[src/rtl/acsp_params.svh]
`ifndef ACSP_PARAMS_SVH
`define ACSP_PARAMS_SVH

`define ACSP_OFS_MSTR_DIV 8'h0C
`define ACSP_OFS_PLL_REF 8'h0D
`define ACSP_OFS_DAC_SRC 8'h0E
`define ACSP_OFS_PLL_PIN 8'h12
`define ACSP_OFS_RESYNC 8'h13
`define ACSP_OFS_PLL_P 8'h14
`define ACSP_OFS_PLL_J 8'h15
`define ACSP_OFS_PLL_D_HI 8'h16
`define ACSP_OFS_PLL_D_LO 8'h17
`define ACSP_OFS_PLL_R 8'h18

`define ACSP_BIT_SCLK_DIV_RUN 1
`define ACSP_BIT_LRCK_DIV_RUN 0
`define ACSP_BIT_RESYNC 0

`define ACSP_REF_MCLK0 3'h0
`define ACSP_REF_MCLK1 3'h1
`define ACSP_REF_GPIN 3'h7
`define ACSP_PIN_ONE 3'h2
`define ACSP_PIN_ZERO 3'h3
`define ACSP_PIN_TWO 3'h5
`define ACSP_DAC_AUTO 3'h0
`define ACSP_DAC_PLL 3'h1
`define ACSP_DAC_MCLK 3'h3
`define ACSP_DAC_SCLK 3'h4

`define ACSP_P_BAD 4'hF
`define ACSP_J_BAD 5'h00
`define ACSP_D_MAX 14'h270F
`define ACSP_RST_BYTE 8'h00

`endif

[src/rtl/acsp_pkg.sv]
package acsp_pkg;
  typedef enum logic [2:0] {
    ACSP_SRC_MUTE = 3'h0,
    ACSP_SRC_MCLK = 3'h1,
    ACSP_SRC_PLL = 3'h2,
    ACSP_SRC_SCLK = 3'h3,
    ACSP_SRC_OSC = 3'h4,
    ACSP_SRC_PIN0 = 3'h5,
    ACSP_SRC_PIN1 = 3'h6,
    ACSP_SRC_PIN2 = 3'h7
  } acsp_src_t;

  typedef enum logic [1:0] {
    ACSP_RUN = 2'h0,
    ACSP_HALT = 2'h1,
    ACSP_WAIT_FRAME = 2'h2
  } acsp_sync_t;

  typedef struct packed {
    logic [3:0] pre_div;
    logic [4:0] int_mult;
    logic [13:0] frac;
    logic [3:0] ratio;
    logic use_auto;
    logic bad_cfg;
  } acsp_pll_cfg_t;

  typedef struct packed {
    logic we;
    logic re;
    logic [7:0] addr;
    logic [7:0] wdata;
  } acsp_bus_t;
endpackage

[src/rtl/acsp_sync.sv]
`timescale 1ns/100ps
`include "acsp_params.svh"
module acsp_sync
  import acsp_pkg::*;
(
  input wire logic core_clk,
  input wire logic rst_b,
  input wire logic req,
  input wire logic frame_start,
  output logic halt
);
  // ************************************************************
  // Resync sequencer
  // ************************************************************
  typedef struct packed {
    acsp_sync_t st;
  } acsp_sync_st_t;
  acsp_sync_st_t s_r;
  acsp_sync_st_t s_nxt;

  always_comb begin
    s_nxt = s_r;
    case (s_r.st)
      ACSP_RUN: begin
        if (req) begin
          s_nxt.st = ACSP_HALT;
        end
      end
      ACSP_HALT: begin
        if (!req) begin
          s_nxt.st = ACSP_WAIT_FRAME;
        end
      end
      ACSP_WAIT_FRAME: begin
        // A new request during the wait keeps the clocks stopped.
        if (req) begin
          s_nxt.st = ACSP_HALT;
        end else if (frame_start) begin
          s_nxt.st = ACSP_RUN;
        end
      end
      default: begin
        s_nxt.st = ACSP_RUN;
      end
    endcase
  end

  always_ff @(posedge core_clk) begin
    if (!rst_b) begin
      s_r.st <= ACSP_RUN;
    end else begin
      s_r <= s_nxt;
    end
  end

  assign halt = (s_r.st != ACSP_RUN);
endmodule

[src/rtl/acsp_top.sv]
`timescale 1ns/100ps
`include "acsp_params.svh"
module acsp_top
  import acsp_pkg::*;
(
  input wire logic core_clk,
  input wire logic rst_b,
  input wire logic reg_we,
  input wire logic [7:0] reg_addr,
  input wire logic [7:0] reg_wdata,
  output logic [7:0] reg_rdata,
  input wire logic auto_clk_mode,
  input wire logic frame_start,
  output logic sclk_div_run,
  output logic lrck_div_run,
  output acsp_src_t pll_ref_src,
  output acsp_src_t dac_clk_src,
  output logic dac_clk_halt,
  output logic charge_pump_clock_halt,
  output logic oversampling_clock_halt,
  output acsp_pll_cfg_t pll_cfg
);
  // ************************************************************
  // State
  // ************************************************************
  typedef struct packed {
    logic [7:0] mstr_div;
    logic [7:0] pll_ref;
    logic [7:0] dac_src;
    logic [7:0] pll_pin;
    logic [7:0] resync;
    logic [7:0] pll_p;
    logic [7:0] pll_j;
    logic [7:0] pll_d_hi;
    logic [7:0] pll_d_lo;
    logic [7:0] pll_r;
    logic [7:0] rdata;
    logic sclk_run;
    logic lrck_run;
    acsp_src_t ref_src;
    acsp_src_t dac_sel;
    logic halt;
    acsp_pll_cfg_t cfg;
  } acsp_state_t;

  acsp_state_t st_r;
  acsp_state_t st_nxt;
  logic sync_halt;

  acsp_sync u_sync (
    .core_clk(core_clk),
    .rst_b(rst_b),
    .req(st_r.resync[`ACSP_BIT_RESYNC]),
    .frame_start(frame_start),
    .halt(sync_halt)
  );

  // ************************************************************
  // Source decode
  // ************************************************************
  function automatic acsp_src_t pin_src(input logic [2:0] code);
    acsp_src_t r;
    r = ACSP_SRC_MUTE;
    if (code == `ACSP_PIN_ONE) begin
      r = ACSP_SRC_PIN1;
    end else if (code == `ACSP_PIN_ZERO) begin
      r = ACSP_SRC_PIN0;
    end else if (code == `ACSP_PIN_TWO) begin
      r = ACSP_SRC_PIN2;
    end
    return r;
  endfunction

  // ************************************************************
  // Next state
  // ************************************************************
  always_comb begin
    logic [13:0] frac;
    frac = {st_r.pll_d_hi[5:0], st_r.pll_d_lo};
    st_nxt = st_r;
    if (reg_we) begin
      if (reg_addr == `ACSP_OFS_MSTR_DIV) begin
        st_nxt.mstr_div = {6'h00, reg_wdata[1:0]};
      end else if (reg_addr == `ACSP_OFS_PLL_REF) begin
        st_nxt.pll_ref = {1'b0, reg_wdata[6:4], 4'h0};
      end else if (reg_addr == `ACSP_OFS_DAC_SRC) begin
        st_nxt.dac_src = {1'b0, reg_wdata[6:4], 4'h0};
      end else if (reg_addr == `ACSP_OFS_PLL_PIN) begin
        st_nxt.pll_pin = {5'h00, reg_wdata[2:0]};
      end else if (reg_addr == `ACSP_OFS_RESYNC) begin
        st_nxt.resync = {7'h00, reg_wdata[0]};
      end else if (reg_addr == `ACSP_OFS_PLL_P) begin
        st_nxt.pll_p = {4'h0, reg_wdata[3:0]};
      end else if (reg_addr == `ACSP_OFS_PLL_J) begin
        st_nxt.pll_j = {3'h0, reg_wdata[4:0]};
      end else if (reg_addr == `ACSP_OFS_PLL_D_HI) begin
        st_nxt.pll_d_hi = {2'h0, reg_wdata[5:0]};
      end else if (reg_addr == `ACSP_OFS_PLL_D_LO) begin
        st_nxt.pll_d_lo = reg_wdata;
      end else if (reg_addr == `ACSP_OFS_PLL_R) begin
        st_nxt.pll_r = {4'h0, reg_wdata[3:0]};
      end
    end
    if (reg_addr == `ACSP_OFS_MSTR_DIV) begin
      st_nxt.rdata = st_r.mstr_div;
    end else if (reg_addr == `ACSP_OFS_PLL_REF) begin
      st_nxt.rdata = st_r.pll_ref;
    end else if (reg_addr == `ACSP_OFS_DAC_SRC) begin
      st_nxt.rdata = st_r.dac_src;
    end else if (reg_addr == `ACSP_OFS_PLL_PIN) begin
      st_nxt.rdata = st_r.pll_pin;
    end else if (reg_addr == `ACSP_OFS_RESYNC) begin
      st_nxt.rdata = st_r.resync;
    end else if (reg_addr == `ACSP_OFS_PLL_P) begin
      st_nxt.rdata = st_r.pll_p;
    end else if (reg_addr == `ACSP_OFS_PLL_J) begin
      st_nxt.rdata = st_r.pll_j;
    end else if (reg_addr == `ACSP_OFS_PLL_D_HI) begin
      st_nxt.rdata = st_r.pll_d_hi;
    end else if (reg_addr == `ACSP_OFS_PLL_D_LO) begin
      st_nxt.rdata = st_r.pll_d_lo;
    end else if (reg_addr == `ACSP_OFS_PLL_R) begin
      st_nxt.rdata = st_r.pll_r;
    end else begin
      st_nxt.rdata = 8'h00;
    end

    st_nxt.sclk_run = st_r.mstr_div[`ACSP_BIT_SCLK_DIV_RUN];
    st_nxt.lrck_run = st_r.mstr_div[`ACSP_BIT_LRCK_DIV_RUN];

    // Auto mode picks the master clock input; the PLL control decides the rest.
    if (auto_clk_mode) begin
      st_nxt.ref_src = ACSP_SRC_MCLK;
    end else if (st_r.pll_ref[6:4] == `ACSP_REF_MCLK0 ||
                 st_r.pll_ref[6:4] == `ACSP_REF_MCLK1) begin
      st_nxt.ref_src = ACSP_SRC_MCLK;
    end else if (st_r.pll_ref[6:4] == `ACSP_REF_GPIN) begin
      st_nxt.ref_src = pin_src(st_r.pll_pin[2:0]);
    end else begin
      st_nxt.ref_src = ACSP_SRC_MUTE;
    end

    if (st_r.dac_src[6:4] == `ACSP_DAC_AUTO) begin
      st_nxt.dac_sel = auto_clk_mode ? ACSP_SRC_OSC : ACSP_SRC_PLL;
    end else if (st_r.dac_src[6:4] == `ACSP_DAC_PLL) begin
      st_nxt.dac_sel = ACSP_SRC_PLL;
    end else if (st_r.dac_src[6:4] == `ACSP_DAC_MCLK) begin
      st_nxt.dac_sel = ACSP_SRC_MCLK;
    end else if (st_r.dac_src[6:4] == `ACSP_DAC_SCLK) begin
      st_nxt.dac_sel = ACSP_SRC_SCLK;
    end else begin
      st_nxt.dac_sel = ACSP_SRC_MUTE;
    end

    st_nxt.halt = sync_halt;

    st_nxt.cfg.pre_div = st_r.pll_p[3:0];
    st_nxt.cfg.int_mult = st_r.pll_j[4:0];
    st_nxt.cfg.frac = frac;
    st_nxt.cfg.ratio = st_r.pll_r[3:0];
    st_nxt.cfg.use_auto = auto_clk_mode;
    // Forbidden codes are flagged, outside auto mode only, rather than fixed so software sees its own mistake.
    st_nxt.cfg.bad_cfg = !auto_clk_mode &&
      (st_r.pll_p[3:0] == `ACSP_P_BAD || st_r.pll_j[4:0] == `ACSP_J_BAD ||
       frac > `ACSP_D_MAX);
  end

  always_ff @(posedge core_clk) begin
    if (!rst_b) begin
      st_r <= '0;
    end else begin
      st_r <= st_nxt;
    end
  end

  assign reg_rdata = st_r.rdata;
  assign sclk_div_run = st_r.sclk_run;
  assign lrck_div_run = st_r.lrck_run;
  assign pll_ref_src = st_r.ref_src;
  assign dac_clk_src = st_r.dac_sel;
  assign dac_clk_halt = st_r.halt;
  assign charge_pump_clock_halt = st_r.halt;
  assign oversampling_clock_halt = st_r.halt;
  assign pll_cfg = st_r.cfg;
endmodule

[config.mk]
export PLATFORM = sky130hd
export DESIGN_NAME = acsp_top
export DESIGN_NICKNAME = d
export VERILOG_FILES = /design/src/rtl/acsp_pkg.sv /design/src/rtl/acsp_sync.sv /design/src/rtl/acsp_top.sv
export VERILOG_INCLUDE_DIRS = /design/src /design/src/rtl
export SDC_FILE = /design/constraint.sdc
export NUM_CORES = 1
export LEC_CHECK = 0
export BUFFER_PORTS_ARGS = -buffer_cell sky130_fd_sc_hd__buf_2
export CAP_MARGIN = 10
export CORE_ASPECT_RATIO = 1.25
export CORE_MARGIN = 3
export CORE_UTILIZATION = 57
export CTS_BUF_LIST = sky130_fd_sc_hd__clkbuf_8
export CTS_CLUSTER_SIZE = 40
export DETAILED_ROUTE_END_ITERATION = 8
export PLACE_DENSITY_LB_ADDON = 0.05
export SYNTH_ARGS = -nofsm -noshare
export SYNTH_HDL_FRONTEND = slang
export SYNTH_SLANG_ARGS = --single-unit
[constraint.sdc]
create_clock -name core_clk -period 1.57 [get_ports core_clk]
set_input_delay 0.0785 -clock core_clk [delete_from_list [all_inputs] [get_ports core_clk]]
set_output_delay 0.0785 -clock core_clk [all_outputs]
set_load 0.02 [all_outputs]
After elaboration in Yosys (flattened, before gate mapping)
Cells that the tools add are included.
Storage, ports and cells
  register bits after elaboration: 87
  input port bits: 21
  output and inout port bits: 48
  logic and storage cells: 116
Cells by class
  magnitude comparators: 1
  eq/ne operators: 24
  multiplexer cells: 26
  bitwise gates (word level): 11
  reduce and logical (&&, ||, !) cells: 26
Operator list (number)
  $eq 8x5->1 const B: 7
  $mux 7: 7
  $eq 8x4->1 const B: 3
  $mux 2: 8
  $mux 3: 5
  $gt 14x14->1 const B: 1
  $not 1->1: 11
  $reduce_and 11->1: 1
  $reduce_and 10->1: 1
  $eq 3x2->1 const B: 3
  $eq 3x3->1 const B: 3
  $reduce_and 9->1: 1
  $reduce_or 9->1: 1
  $mux 8: 1
  $reduce_and 8->1: 1
  $reduce_or 4->1: 2
  $reduce_and 7->1: 1
  $eq 3x1->1 const B: 2
  $logic_not 3->1: 2
  $pmux 2 s3: 1
  $reduce_and 3->1: 2
  $reduce_and 6->1: 1
  $reduce_or 6->1: 1
  $logic_not 5->1: 1
  16 further kinds: 21

Logic depth before layout (Yosys ltp)
  depth after elaboration: 11
  mapped depth: 8

Cells and area by module
Synthesis repeated with hierarchy kept, for this count alone.
Second synthesis, totals
  cell total of the unflattened synthesis: 396
  area total of the unflattened synthesis: 3751.1 um2
Modules (own cells, without submodules)
  acsp_top: instances 1, cells an instance 387, area an instance 3666.0 um2, seq. area each 1701.6 um2
  acsp_sync: instances 1, cells an instance 9, area an instance 85.1 um2, seq. area each 40.0 um2

Worst setup path before layout
No wires, ideal clock.
  path type: input-to-reg
  start point: input port reg_addr[7]
  end point: register st_r (netlist bit st_nxt[20])
  setup time: 0.116 ns
  arrival: 1.299 ns
  required time: 1.454 ns
  slack: 0.155 ns
  stages: 6
  buffers on the path: 1
  path through: or4b_4 nor2_2 and4b_1 buf_4 mux2i_1 nor2b_1
Between the ends
  longest elaborated chain between the ends: 3
  elaborated cells on any way between the ends: 14
  classes of those cells: 7 x eq/ne; 6 x bitwise; 1 x reduce/logical
Ends and longest elaborated chain
  start, declared: line acsp_top.sv:9  | input wire logic [7:0] reg_addr,
  $eq 8x5->1 (no line) or $eq 8x4->1 (tied branches)
  $not 1->1 (no line)
  $reduce_and 8->1 (no line) *
  end signal, assigned: line acsp_top.sv:172  | st_r <= st_nxt;
  end, declared: line acsp_top.sv:46  | acsp_state_t st_r;
Mark *: on every way between the ends. The rest lies on a longest branch, timed or not.
A chain may end at the register's enable or synchronous reset.

Final worst setup path
  start point: register st_r (netlist bit st_nxt[22])
  end point: register st_r (netlist bit pll_cfg[0])
Between the ends
  longest elaborated chain between the ends: 4
Ends and longest elaborated chain
  $logic_not 5->1 (no line)
  $logic_or 1x1->1 (no line) (2 in a row)
  $logic_and 1x1->1: line acsp_top.sv:163  | st_nxt.cfg.bad_cfg = !auto_clk_mode &&
No other way between the ends.

==> flow_summary_export.csv <==
group,metric,value,unit
run_status,status,"completed",
clock_tree,path_clk_slew,0.08,ns
clock_tree,h-tree-depth,3,
sta,min_period_over_period,0.9118,
sta,slew_headroom,0.7165,
layout,nFillCells,566,
route,vias,2802,
synth,syn-cell-area,3791,um^2
clock_tree,clockBufferDepth,2,
clock_tree,clock_sinks,87,
power,power_leakage,1.859,nW
die,io_pins,69,
die,die_width,78.95,um
placed_design,post-dp-hpwl,5842,um
synth,synth_top_area_share,0.4594,
worst_setup_path,cpMaxStageDelayCell,"or4_1",
synth,synth_ff_type,"dfxtp_1",
layout,diodes,0,
power,ir_drop,0.0008610,V
die,initial_core_util,0.5993,
clock_tree,clk_latency,0.35,ns
worst_setup_path,critical_path.startpoint,"st_nxt[22]",
sta,max_slew.worst_pin.slew,0.4252,ns
synth,ys_seq_area_frac,0.4594,
synth,synth_most_common_cell,"dfxtp_1",
worst_setup_path,crit_required,1.85,ns
synth,syn-num-nets,418,
worst_setup_path,crit_chain,"or4_1, o21ai_1, buf_4, a21oi_1, nor3b_1",
worst_setup_path,critPathKind,"register to register",
synth,synth_edf_count,0,
route,ant_nets,0,
synth,synth.area.top_cells,"dfxtp_1 46%, buf_4 9.3%, mux2i_1 8.4%",
sta,period_minus_slack,1.432,ns
synth,postSynth.asyncResetShare,0,
layout,drive_gt1_frac,0.2658,
grt,grt_pass1_vias,2705,
sta,setup_violations,0,
clock_tree,numCtsBuffers,9,
die,fp.dieArea,7672,um^2
placed_design,post-place-ws,-0.1932,ns
worst_setup_path,timing.rr.start,"st_nxt[22]",
grt,globalRouteMet1Util,0.2979,
synth,ys_types,49,
worst_setup_path,cp_max_fo,4,
sta,final-hold-violation-count,0,
grt,antenna_found_initial,0,
layout,syn_to_final_growth,12.57,%
die,row_count,32,
grt,grt_max_degree,55,
layout,fin_util,0.6746,
sta,fin_skew,0.007736,ns
sta,final-max-slew-violation-count,0,
sta,max_freq,698.5,MHz
sta,finalWorstSetupSlack,0.1385,ns
worst_setup_path,arrival,1.71,ns
grt,grt_pass1_wl,13410,um
route,drt_iter0_drc,141,
placed_design,io_buffers,68,
min_path,worstHoldStart,"reg_wdata[5]",
synth,ys_warn_count,0,
grt,top_usage_layer,"met2",
clock_tree,cts_root_buf,"clkbuf_8",
worst_setup_path,crit_path_start_kind,"register",
route,wl_per_cell,15.18,um
route,viasPerCell,5.297,
clock_tree,cts_tree,"done",
worst_setup_path,cpPeakStageDelay,0.50,ns
synth,ys_ff_latch,87,
power,power_density,965.8,nW/um^2
synth,avgSynthCellArea,9.549,um^2
die,die_y,97.18,um
min_path,hold_path_class,"input port to register",
synth,synth_cells,397,
route,drt_pass1_iterations,4,
clock_tree,cts_setup_buffers,0,
route,post-route-drc-count,0,
grt,grt_overflow,0,
layout,fin_nets,462,
worst_setup_path,endpoint_kind,"register",
die,coreArea,6326,um^2
grt,use_met3,0.03896,
sta,rsz0062_at_grt,"false",
synth,synthTopCellsByCount,"87 x dfxtp_1, 47 x buf_4, 37 x nor2b_1",
flow_run,max_cap_violations,0,
placed_design,gp_congestion,0.8917,
route,wl,8029,um
grt,met2_usage,0.3525,
grt,grt_usage,0.2217,
synth,synth_top_cell_by_area,"dfxtp_1",
[layer usage]
layer | share of wire | wire length [um] | vias up
met5 | 0 | 0 | -
met4 | 0.018 | 148 | 0
met3 | 0.040 | 319 | 17
met2 | 0.47 | 3749 | 65
met1 | 0.47 | 3811 | 1330
li1 | - | - | 1390
[area by class of cell]
class / instances / area [um^2] / share of cell area
Clock buffer: 10 / 137.6 / 0.03225
Clock inverter: 4 / 72.57 / 0.01700
Inverter: 2 / 7.507 / 0.001759
Multi-Input combinational cell: 242 / 1599 / 0.3747
Sequential cell: 87 / 1742 / 0.4081
Tap cell: 85 / 106.4 / 0.02492
Timing Repair Buffer: 99 / 603.1 / 0.1413
[cell usage in the layout, fill, tap and decap left out, types with 3 or more instances in the layout]
cell type	n
o21ai_0	17
nand2_1	23
nor2_1	10
clkbuf_8	10
buf_4	27
buf_2	68
nand3_1	12
mux2i_1	32
a21oi_1	12
a22oi_1	3
o21ai_1	5
inv_1	3
nor2b_1	37
and2_1	32
nor3b_1	4
and3_1	4
nand2b_1	9
nand4_1	4
dfxtp_1	87
[worst max-delay path: cells and delay by family (launching register included)]
kind	cells	cell delay [ns]
flip-flops	1	0.34
buffers and inverters	1	0.14
AND/OR/NAND/NOR	2	0.67
AO/OA/AOI/OAI	2	0.21
[registers in the layout, indices dropped and copies added, names as in the netlist, 2 cells and up]
| signal | cells |
|---|---|
| pll_cfg | 29 |
| st_nxt | 29 |
| st_r | 10 |
| reg_rdata | 8 |
| dac_clk_src | 3 |
| pll_ref_src | 3 |
| u_sync.s_r | 2 |
[path summary, 6_finish.rpt]
| kind | end | slack [ns] | depth (start not counted) |
|---|---|---|---|
| min | st_nxt[19] | 0.02 | 3 |
| min reg2reg | u_sync.s_r[0] | 0.47 | 1 |
| max reg2reg | pll_cfg[0] | 0.14 | 5 |
| max | pll_cfg[0] | 0.14 | 5 |
[repair_timing]
action | CTS | global route
gates resized for setup | 0 | 1
hold endpoints to repair | 3 | 0
hold buffers | 2 | 0
setup endpoints to repair | 0 | 1
[per-stage QoR]
step | power [mW] | hold WS (ns) | TNS (ns) | cells | cell area, um^2
2_1_floorplan | 2.405 | 0.1546 | 0 | 397 | 3791
3_3_place_gp | 2.508 | 0.3196 | -2.881 | 513 | 4038
3_5_place_dp | 2.509 | 0.3241 | -3.632 | 513 | 4038
4_1_cts | 4.145 | 0.005985 | 0 | 529 | 4268
5_1_grt | 4.251 | 0.02467 | 0 | 529 | 4268
6_report | 4.122 | 0.02269 | 0 | 529 | 4268
[kinds of logic (layout without fill, tap and decap cells)]
family | Yosys count | in the layout | share of synthesized area
buffers and inverters | 68 | 115 | 0.1188
flip-flops | 87 | 87 | 0.4594
AO/OA/AOI/OAI | 53 | 53 | 0.08515
multiplexers | 34 | 34 | 0.09043
AND/OR/NAND/NOR | 155 | 155 | 0.2462
[report_power, final]
part / leakage (nW) / internal [mW] / switching, mW
clock: 0.110 / 0.920 / 0.739
combinational: 1.05 / 0.102 / 0.144
sequential: 0.702 / 2.21 / 0.00288
Power figures use the tool's default switching activity.
